File: config.mk
export PLATFORM = sky130hd
export DESIGN_NAME = sc_serial_ctrl
export DESIGN_NICKNAME = d
export VERILOG_FILES = /design/src/include/sc_serial_pkg.sv /design/src/sc_serial_ctrl.sv /design/src/etu_tick.sv
export VERILOG_INCLUDE_DIRS = /design/src /design/src/include
export SDC_FILE = /design/constraint.sdc
export NUM_CORES = 1
export LEC_CHECK = 0
export BUFFER_PORTS_ARGS = -buffer_cell sky130_fd_sc_hd__buf_2
export CORE_MARGIN = 2
export CORE_UTILIZATION = 47
export CTS_BUF_LIST = sky130_fd_sc_hd__clkbuf_4
export DETAILED_ROUTE_END_ITERATION = 10
export PLACE_DENSITY = 0.68
export SLEW_MARGIN = 20
export SYNTH_ARGS = -nofsm -noshare
export SYNTH_HDL_FRONTEND = slang
export SYNTH_SLANG_ARGS = --single-unit
export TNS_END_PERCENT = 50
File: constraint.sdc
create_clock -name mclk -period 2.3 [get_ports mclk]
set_clock_uncertainty 0.05 [all_clocks]
set_input_delay 0.115 -clock mclk [delete_from_list [all_inputs] [get_ports mclk]]
set_output_delay 0.115 -clock mclk [all_outputs]
set_load 0.02 [all_outputs]
File: src/include/sc_serial_regs.svh
// Register addresses, field positions, reset values and frame timing
// Assumes an 8-bit register port with 16-bit addresses
`ifndef SC_SERIAL_REGS_SVH
`define SC_SERIAL_REGS_SVH

// ----------------------------------------
// Register addresses
// ----------------------------------------
`define ADDR_SERIAL_CONTROL 16'hff8a
`define ADDR_TRANSMIT_HOLDING 16'hff8b
`define ADDR_SERIAL_STATUS 16'hff8c
`define ADDR_HALF_ETU 16'hff80
`define ADDR_GUARD_CFG 16'hff81
`define ADDR_IRQ_STATUS 16'hff82
`define ADDR_IRQ_MASK 16'hff83

// ----------------------------------------
// Field positions
// ----------------------------------------
`define SC_TX_INT_EN 7
`define SC_RX_INT_EN 6
`define SC_TX_EN 5
`define ST_TX_BUFFER_EMPTY_FLAG 7
`define ST_RX_BUFFER_FULL_FLAG 6
`define ST_OVERRUN_FLAG 5
`define ST_ERS 4
`define ST_PER 3
`define ST_TX_END_FLAG 2
`define ST_MPB 1
`define ST_TX_MULTIPROC_BIT 0
`define IRQ_TX_EMPTY 0
`define IRQ_TX_END 1
`define IRQ_PARITY 2
`define IRQ_ERR_SIG 3

// ----------------------------------------
// Reset values and timing counts
// ----------------------------------------
`define CONTROL_RESET 8'h00
`define STATUS_RESET 8'h84
`define HOLDING_RESET 8'hff
`define HALF_ETU_RESET 8'hba
`define CLEARABLE_MASK 8'hf8
`define FRAME_HALF_ETU 5'd20
`define GUARD_HALF_GM0 5'd5
`define GUARD_HALF_GM1 5'd2

`endif

File: src/include/sc_serial_pkg.sv
// Types shared by the smart card serial control and status block
// Assumes the register header is compiled alongside
package sc_serial_pkg;

    // ----------------------------------------
    // Types
    // ----------------------------------------
    typedef enum logic [1:0] {
        TX_IDLE = 2'b00,
        TX_DATA = 2'b01,
        TX_GUARD = 2'b11
    } tx_state_e;

    typedef struct packed {
        logic wr;
        logic rd;
        logic [15:0] addr;
        logic [7:0] wdata;
    } bus_req_s;

    typedef struct packed {
        logic char_done;
        logic rx_multiproc_bit;
        logic parity_err;
        logic overrun;
        logic err_sig;
    } rx_event_s;

    typedef struct packed {
        logic wr;
        logic [7:0] data;
        logic disable_after_transfer;
        logic count_zero;
    } dtc_req_s;

endpackage : sc_serial_pkg

File: src/sc_serial_ctrl.sv
// Smart card serial channel: control, transmit holding and status registers
// Assumes receive path reports events on the same clock; one clock mclk
//
// Chosen here: the strobed register port.
`timescale 1ns/1ns
`include "sc_serial_regs.svh"
module sc_serial_ctrl (
    input wire logic mclk,
    input wire logic rst,
    input sc_serial_pkg::bus_req_s bus,
    output logic [7:0] rdata,
    input sc_serial_pkg::rx_event_s rx_ev,
    input sc_serial_pkg::dtc_req_s transfer_controller,
    output logic tx_empty_irq,
    output logic irq,
    output logic sd_out,
    output logic sd_oe
);
    import sc_serial_pkg::*;

    // ----------------------------------------
    // Register state
    // ----------------------------------------
    logic [7:0] control_reg, control_next;
    logic [7:0] holding_reg, holding_next;
    logic [7:0] status_reg, status_next;
    logic [7:0] armed_reg, armed_next;
    logic [7:0] half_etu_reg, half_etu_next;
    logic guard_mode_reg, guard_mode_next;
    logic [3:0] irq_st_reg, irq_st_next;
    logic [3:0] irq_mask_reg, irq_mask_next;
    logic [7:0] rdata_reg, rdata_next;

    // Transmitter state
    tx_state_e state_reg, state_next;
    logic [9:0] shift_reg, shift_next;
    logic [4:0] half_cnt_reg, half_cnt_next;
    logic sd_out_reg, sd_out_next;

    logic te, tx_interrupt_enable, tick, load, guard_done, dtc_take;
    logic st_wr, st_rd;
    logic [7:0] clr_sw;
    logic [4:0] guard_len;

    // Address decode, shared by read and write paths
    function automatic logic hit(input logic [15:0] a, input logic [15:0] base);
        return a == base;
    endfunction : hit

    assign te = control_reg[`SC_TX_EN];
    assign tx_interrupt_enable = control_reg[`SC_TX_INT_EN];
    assign st_wr = bus.wr && hit(bus.addr, `ADDR_SERIAL_STATUS);
    assign st_rd = bus.rd && hit(bus.addr, `ADDR_SERIAL_STATUS);
    assign guard_len = guard_mode_reg ? `GUARD_HALF_GM1 : `GUARD_HALF_GM0;

    // ----------------------------------------
    // Interrupt outputs
    // ----------------------------------------
    // Gated request
    assign tx_empty_irq = tx_interrupt_enable && status_reg[`ST_TX_BUFFER_EMPTY_FLAG];
    assign irq = |(irq_st_reg & irq_mask_reg);
    // Controller is only honoured as a response to a live request
    assign dtc_take = transfer_controller.wr && tx_empty_irq;
    assign rdata = rdata_reg;
    assign sd_out = sd_out_reg;
    assign sd_oe = (state_reg == TX_DATA);

    etu_tick u_etu (
        .mclk(mclk),
        .rst(rst),
        .restart(load),
        .half_etu(half_etu_reg),
        .tick(tick)
    );

    // ----------------------------------------
    // Transmitter
    // ----------------------------------------
    // Start, eight data LSB first, even parity; each bit is two half ticks
    always_comb begin
        state_next = state_reg;
        shift_next = shift_reg;
        half_cnt_next = half_cnt_reg;
        sd_out_next = 1'b1;
        load = 1'b0;
        guard_done = 1'b0;
        unique case (state_reg)
            TX_IDLE: begin
                if (te && !status_reg[`ST_TX_BUFFER_EMPTY_FLAG]) begin
                    load = 1'b1;
                    shift_next = {^holding_reg, holding_reg, 1'b0};
                    sd_out_next = 1'b0; // Start bit leaves with the load, full length
                    half_cnt_next = 5'd0;
                    state_next = TX_DATA;
                end
            end
            TX_DATA: begin
                sd_out_next = shift_reg[0];
                if (tick) begin
                    half_cnt_next = half_cnt_reg + 5'd1;
                    if (half_cnt_reg[0]) begin
                        shift_next = {1'b1, shift_reg[9:1]};
                        sd_out_next = shift_reg[1];
                    end
                    if (half_cnt_reg == `FRAME_HALF_ETU - 5'd1) begin
                        half_cnt_next = 5'd0;
                        sd_out_next = 1'b1;
                        state_next = TX_GUARD;
                    end
                end
            end
            TX_GUARD: begin
                if (tick) begin
                    half_cnt_next = half_cnt_reg + 5'd1;
                    if (half_cnt_reg == guard_len - 5'd1) begin
                        guard_done = 1'b1;
                        state_next = TX_IDLE;
                    end
                end
            end
        endcase
        if (!te) begin
            state_next = TX_IDLE;
            sd_out_next = 1'b1;
            load = 1'b0;
            guard_done = 1'b0;
        end
    end

    // Register only
    always_ff @(posedge mclk or posedge rst) begin
        if (rst) begin
            state_reg <= TX_IDLE;
            shift_reg <= 10'h3ff;
            half_cnt_reg <= 5'd0;
            sd_out_reg <= 1'b1;
        end else begin
            state_reg <= state_next;
            shift_reg <= shift_next;
            half_cnt_reg <= half_cnt_next;
            sd_out_reg <= sd_out_next;
        end
    end

    // ----------------------------------------
    // Registers and flags
    // ----------------------------------------
    // Clears are applied first so that a same-cycle set always wins
    always_comb begin
        control_next = control_reg;
        holding_next = holding_reg;
        status_next = status_reg;
        armed_next = armed_reg;
        half_etu_next = half_etu_reg;
        guard_mode_next = guard_mode_reg;
        irq_st_next = irq_st_reg;
        irq_mask_next = irq_mask_reg;
        rdata_next = 8'h00;
        clr_sw = 8'h00;
        // Zero clears only an armed flag
        if (st_wr) begin
            clr_sw = ~bus.wdata & armed_reg & `CLEARABLE_MASK;
            armed_next = 8'h00;
            status_next[`ST_TX_MULTIPROC_BIT] = bus.wdata[`ST_TX_MULTIPROC_BIT];
        end
        if (st_rd) begin
            armed_next = armed_reg | (status_reg & `CLEARABLE_MASK);
        end
        status_next = status_next & ~clr_sw;
        // Software empty clear ends transmit end too
        if (clr_sw[`ST_TX_BUFFER_EMPTY_FLAG]) begin
            status_next[`ST_TX_END_FLAG] = 1'b0;
        end
        if (bus.wr && hit(bus.addr, `ADDR_SERIAL_CONTROL)) begin
            control_next = bus.wdata;
        end
        if (bus.wr && hit(bus.addr, `ADDR_TRANSMIT_HOLDING)) begin
            holding_next = bus.wdata;
        end
        if (bus.wr && hit(bus.addr, `ADDR_HALF_ETU)) begin
            half_etu_next = bus.wdata;
        end
        if (bus.wr && hit(bus.addr, `ADDR_GUARD_CFG)) begin
            guard_mode_next = bus.wdata[0];
        end
        if (bus.wr && hit(bus.addr, `ADDR_IRQ_MASK)) begin
            irq_mask_next = bus.wdata[3:0];
        end
        if (bus.wr && hit(bus.addr, `ADDR_IRQ_STATUS)) begin
            irq_st_next = irq_st_reg & ~bus.wdata[3:0];
        end
        if (dtc_take) begin
            holding_next = transfer_controller.data;
            status_next[`ST_TX_END_FLAG] = 1'b0;
            if (!transfer_controller.disable_after_transfer && !transfer_controller.count_zero) begin
                status_next[`ST_TX_BUFFER_EMPTY_FLAG] = 1'b0;
            end
        end
        if (!te || load) begin
            status_next[`ST_TX_BUFFER_EMPTY_FLAG] = 1'b1;
        end
        // End set after guard, if normal transmission
        if (!te || (guard_done && status_next[`ST_TX_BUFFER_EMPTY_FLAG] && !status_reg[`ST_ERS])) begin
            status_next[`ST_TX_END_FLAG] = 1'b1;
        end
        if (rx_ev.char_done) begin
            status_next[`ST_RX_BUFFER_FULL_FLAG] = 1'b1;
            status_next[`ST_MPB] = rx_ev.rx_multiproc_bit;
        end
        if (rx_ev.overrun) status_next[`ST_OVERRUN_FLAG] = 1'b1;
        if (rx_ev.err_sig) status_next[`ST_ERS] = 1'b1;
        if (rx_ev.parity_err) status_next[`ST_PER] = 1'b1;
        // Sticky events; set wins over write-one clear
        if (load) irq_st_next[`IRQ_TX_EMPTY] = 1'b1;
        if (guard_done) irq_st_next[`IRQ_TX_END] = 1'b1;
        if (rx_ev.parity_err) irq_st_next[`IRQ_PARITY] = 1'b1;
        if (rx_ev.err_sig) irq_st_next[`IRQ_ERR_SIG] = 1'b1;
        if (bus.rd) begin
            unique case (bus.addr)
                `ADDR_SERIAL_CONTROL: rdata_next = control_reg;
                `ADDR_TRANSMIT_HOLDING: rdata_next = holding_reg;
                `ADDR_SERIAL_STATUS: rdata_next = status_reg;
                `ADDR_HALF_ETU: rdata_next = half_etu_reg;
                `ADDR_GUARD_CFG: rdata_next = {7'h00, guard_mode_reg};
                `ADDR_IRQ_STATUS: rdata_next = {4'h0, irq_st_reg};
                `ADDR_IRQ_MASK: rdata_next = {4'h0, irq_mask_reg};
                default: rdata_next = 8'h00;
            endcase
        end
    end

    always_ff @(posedge mclk or posedge rst) begin
        if (rst) begin
            control_reg <= `CONTROL_RESET;
            holding_reg <= `HOLDING_RESET;
            status_reg <= `STATUS_RESET;
            armed_reg <= 8'h00;
            half_etu_reg <= `HALF_ETU_RESET;
            guard_mode_reg <= 1'b0;
            irq_st_reg <= 4'h0;
            irq_mask_reg <= 4'h0;
            rdata_reg <= 8'h00;
        end else begin
            control_reg <= control_next;
            holding_reg <= holding_next;
            status_reg <= status_next;
            armed_reg <= armed_next;
            half_etu_reg <= half_etu_next;
            guard_mode_reg <= guard_mode_next;
            irq_st_reg <= irq_st_next;
            irq_mask_reg <= irq_mask_next;
            rdata_reg <= rdata_next;
        end
    end

    // ----------------------------------------
    // Assertions
    // ----------------------------------------
    a_txi_gated: assert property (@(posedge mclk) disable iff (rst)
        transfer_controller.wr && !tx_empty_irq && !bus.wr |=> holding_reg == $past(holding_reg))
        else $error("controller write taken without empty request");

    a_holding_write: assert property (@(posedge mclk) disable iff (rst)
        bus.wr && bus.addr == `ADDR_TRANSMIT_HOLDING && !dtc_take
        |=> holding_reg == $past(bus.wdata))
        else $error("holding register not written");

    a_tx_buffer_empty_flag_te_off: assert property (@(posedge mclk) disable iff (rst)
        !te |=> status_reg[`ST_TX_BUFFER_EMPTY_FLAG] && status_reg[`ST_TX_END_FLAG])
        else $error("empty or end flag low while disabled");

    a_write_one_noop: assert property (@(posedge mclk) disable iff (rst)
        st_wr && bus.wdata[`ST_PER] && status_reg[`ST_PER] |=> status_reg[`ST_PER])
        else $error("writing one cleared a flag");

    a_dtc_blocked: assert property (@(posedge mclk) disable iff (rst)
        dtc_take && (transfer_controller.disable_after_transfer || transfer_controller.count_zero) |=> status_reg[`ST_TX_BUFFER_EMPTY_FLAG])
        else $error("controller cleared empty flag while blocked");

    a_dtc_tx_end_flag_clear: assert property (@(posedge mclk) disable iff (rst)
        dtc_take && te && state_reg == TX_IDLE |=> !status_reg[`ST_TX_END_FLAG])
        else $error("transmit end not cleared by controller write");

    a_guard_gm0: assert property (@(posedge mclk) disable iff (rst)
        guard_done && !guard_mode_reg |-> half_cnt_reg == 5'd4 && tick)
        else $error("guard not 2.5 etu");

    a_guard_gm1: assert property (@(posedge mclk) disable iff (rst)
        guard_done && guard_mode_reg |-> half_cnt_reg == 5'd1 && tick)
        else $error("guard not 1.0 etu");

    a_parity_clear: assert property (@(posedge mclk) disable iff (rst)
        st_wr && !bus.wdata[`ST_PER] && !armed_reg[`ST_PER] && status_reg[`ST_PER]
        |=> status_reg[`ST_PER])
        else $error("parity flag cleared without prior read");

    a_mpb_follow: assert property (@(posedge mclk) disable iff (rst)
        rx_ev.char_done |=> status_reg[`ST_MPB] == $past(rx_ev.rx_multiproc_bit))
        else $error("multiprocessor flag not updated");

    a_idle_when_off: assert property (@(posedge mclk) disable iff (rst)
        !te |=> !sd_oe && sd_out)
        else $error("line driven while transmitter disabled");

endmodule : sc_serial_ctrl

File: src/etu_tick.sv
// Half elementary time unit tick generator
// Assumes one clock; restart realigns the tick to a frame start
`timescale 1ns/1ns
module etu_tick (
    input wire logic mclk,
    input wire logic rst,
    input wire logic restart,
    input wire logic [7:0] half_etu,
    output logic tick
);

    logic [7:0] cnt_reg;
    logic [7:0] cnt_next;

    // ----------------------------------------
    // Down counter
    // ----------------------------------------
    // Reload on zero, so the period is half_etu plus one cycles
    always_comb begin
        tick = (cnt_reg == 8'h00) && !restart;
        if (restart || cnt_reg == 8'h00) begin
            cnt_next = half_etu;
        end else begin
            cnt_next = cnt_reg - 8'h01;
        end
    end

    // Register only
    always_ff @(posedge mclk or posedge rst) begin
        if (rst) begin
            cnt_reg <= 8'h00;
        end else begin
            cnt_reg <= cnt_next;
        end
    end

endmodule : etu_tick

==> summary.md <==
| Metric | Value |
|---|---|
| Main synth FF type | `dfrtp_1` |
| Outcome | `finished clean` |
| Hold buffers post-CTS | `31` |
| First-pass GRT wire length | `18260 um` |
| Slew Viols, Final | `0` |
| Setup-failing EPs final | `0` |
| WL final | `approximately 11000 um` |
| Post-synth EDFFs | `0` |
| CTS sink cnt | `80` |
| Setup TNS | `0 ns` |
| Async set-reset flop share out of synthesis | `1.000` |
| Vias in the first global route | `around 3600` |
| Largest stage delay, worst path | `0.62 ns` |
| CP max FO | `17` |
| Share of cells above drive strength 1 | `0.3437` |
| PnR worst setup slack | `0.09745 ns` |
| Post-synthesis sequential area ratio | `0.4921` |
| CP cell instances | `and2_1, nand2_1, nor2_1, a31oi_1, dlygate4sd3_1` |
| Initial Util | `0.4787` |
| Largest net degree at the start of global routing | `42` |
| GRT overflow | `0` |
| Syn avg cell area | `around 11 um^2` |
| Arr. time, crit path | `2.53 ns` |
| Netlist cell types | `51` |
| Pwr Density | `576.8 nW/um^2` |
| DRC | `0` |
| Die area | `9562 um^2` |
| LEAKAGE | `2.206 nW` |
| Worst slew pin tran | `0.7510 ns` |
| Yosys reg bits | `80` |
| Max-cap violation count | `0` |
| Average wire per standard cell | `between 15 and 20 um` |
| Post-CTS Resized | `0` |
| Crit start category | `flip-flop` |
| Max reg flops | `10` |
| Gpl congestion | `0.9441` |
| Final #Nets | `525` |
| CP Class | `reg2reg` |
| Via count | `3557` |
| Rows | `34` |
| Clk root buf | `clkbuf_4` |
| Layout area overhead | `23.40%` |
| Final Util | `0.5907` |
| CTS Buffer Depth | `2` |
| Htree depth | `3` |
| PortBufs | `55` |
| Synth Instances | `380` |
| Post-synth top area share | `0.3269` |
| RSZ-0062 raised after global routing | `false` |
| Gr usage total | `0.2430` |
| Max-slew headroom | `0.4988` |
| Diode count | `0` |
| Hold_ws | `0.06258 ns` |
| Core Area | `8636 um^2` |
| Post-Synthesis Cell Area | `4134 um^2` |
| Commonest cells post-synth | `54 x dfrtp_1, 43 x mux2_2, 28 x nor2_1, 26 x dfstp_2, 19 x nand2_1` |
| Post-route total power | `2.942 mW` |
| Crit share post-route | `0.9576` |
| Synth area leaders | `dfrtp_1 33%, dfstp_2 17%, mux2_2 12%` |
| Final Hold Viols | `0` |
| DR iter-0 viols | `180` |
| CP required | `about 2.6 ns` |
| Die span in y | `97.79 um` |
| Clock latency on the worst-skew pair | `~0.44 ns` |
| Vias per cell | `6.019` |
| DP HPWL | `approximately 8100 um` |
| Most frequent cell after synthesis | `dfrtp_1` |
| Synth Warn # | `0` |
| Max VDD drop | `301.8 uV` |
| Post-Syn Nets | `427` |
| Pre-CTS setup slack | `0.1395 ns` |
| CTS tree | `done` |
| Clock-pin slew on the worst setup and hold paths | `around 0.13 ns` |
| Antenna-violating nets left | `0` |
| Total CTS buffers | `9` |
| Max Freq | `0.4540 GHz` |
| Crit path time final | `2.203 ns` |
| Post CTS Setup Buffer Count | `0` |
| Worst hold path type | `in2reg` |
| Crit path capture type | `flip-flop` |
| Drt pass-1 iters | `5` |
| Crit-path slowest cell | `dfstp_2` |
| I/O Pins | `56` |
| Fill count | `718` |
| Die X | `97.79 um` |
| Area leader, netlist | `dfrtp_1` |
| Initial antenna violation count | `0` |
routing by layer:
metal | global-route usage | routed length [um] | part of all wire
met5 | 0 | 0 | 0
met4 | 0.1218 | 449 | 0.040
met3 | 0.03364 | 539 | 0.048
met2 | 0.4042 | 5576 | 0.50
met1 | 0.3126 | 4625 | 0.41
critical path: cells and delay by family, from the launching register on:
kind,cells,cell delay (ns)
buffers and inverters,1,0.59
DFF,1,0.62
AOI/OAI and AO/OA,1,0.07
and+or+nand+nor,3,0.81
cells by family (layout without fill, tap and decap cells):
logic type,after synthesis,after routing,share of synthesized area
simple gates,122,122,0.1707
flops,80,80,0.4921
compound gates,79,79,0.1335
mux,51,51,0.1365
buf+inv,32,135,0.03057
xor+xnor,13,13,0.02754
fa+ha+maj,3,3,0.009081
placed cells by master, fill, tap and decap left out, types with 3 or more instances in the layout:
cell type and n:
xnor2_1 11, and2_1 3, nand4b_1 4, a21oi_1 15
a31oi_1 16, ha_1 3, clkbuf_4 10, mux2i_1 8
dlygate4sd3_1 31, inv_1 14, o211ai_1 3, nand3_1 16
a22oi_1 10, buf_2 55, and4_1 6, nor4_1 5
a32o_1 6, nand3b_1 3, nor2_1 28, mux2_2 43
nand2_1 19, dfstp_2 26, buf_4 17, dfrtp_1 54
o21ai_0 12, a21o_1 4, nand4_1 10, a32oi_1 6
nor3_1 4
per-stage QoR:
stage / cell area, um^2 / std cells
final: 5101 / 591
after global routing: 5101 / 591
after CTS: 5101 / 591
after detailed placement: 4623 / 544
after global placement: 4623 / 544
after floorplan: 4134 / 380
final cells by class:
class / instances / area, um^2 / area share
Clock buffer: 10 / 75.07 / 0.01472
Clock inverter: 6 / 92.59 / 0.01815
Timing Repair Buffer: 104 / 733.2 / 0.1437
Sequential cell: 80 / 2034 / 0.3988
Multi-Input combinational cell: 268 / 1973 / 0.3868
Tap cell: 108 / 135.1 / 0.02649
Inverter: 15 / 57.56 / 0.01128
report_power, final:
group | internal [mW] | switching, mW | leakage [nW]
Combinational | 0.202 | 0.200 | 1.16
Sequential | 1.49 | 0.0808 | 0.962
Clock | 0.458 | 0.515 | 0.0832
path summary, 6_finish.rpt:
| path | endpoint | startpoint | cells past startpoint | slack (ns) |
|---|---|---|---|---|
| max | holding_reg[6] | status_reg[7] | 5 | 0.1 |
| min | guard_mode_reg | bus[8] | 3 | 0.06 |
| max reg2reg | holding_reg[6] | status_reg[7] | 5 | 0.1 |
| min reg2reg | armed_reg[7] | armed_reg[7] | 1 | 0.46 |
| max in group asynchronous | armed_reg[7] | rst | 4 | 1.24 |
| min in group asynchronous | irq_st_reg[1] | rst | 3 | 0.26 |
No activity file was read; power rests on OpenSTA's default activity.
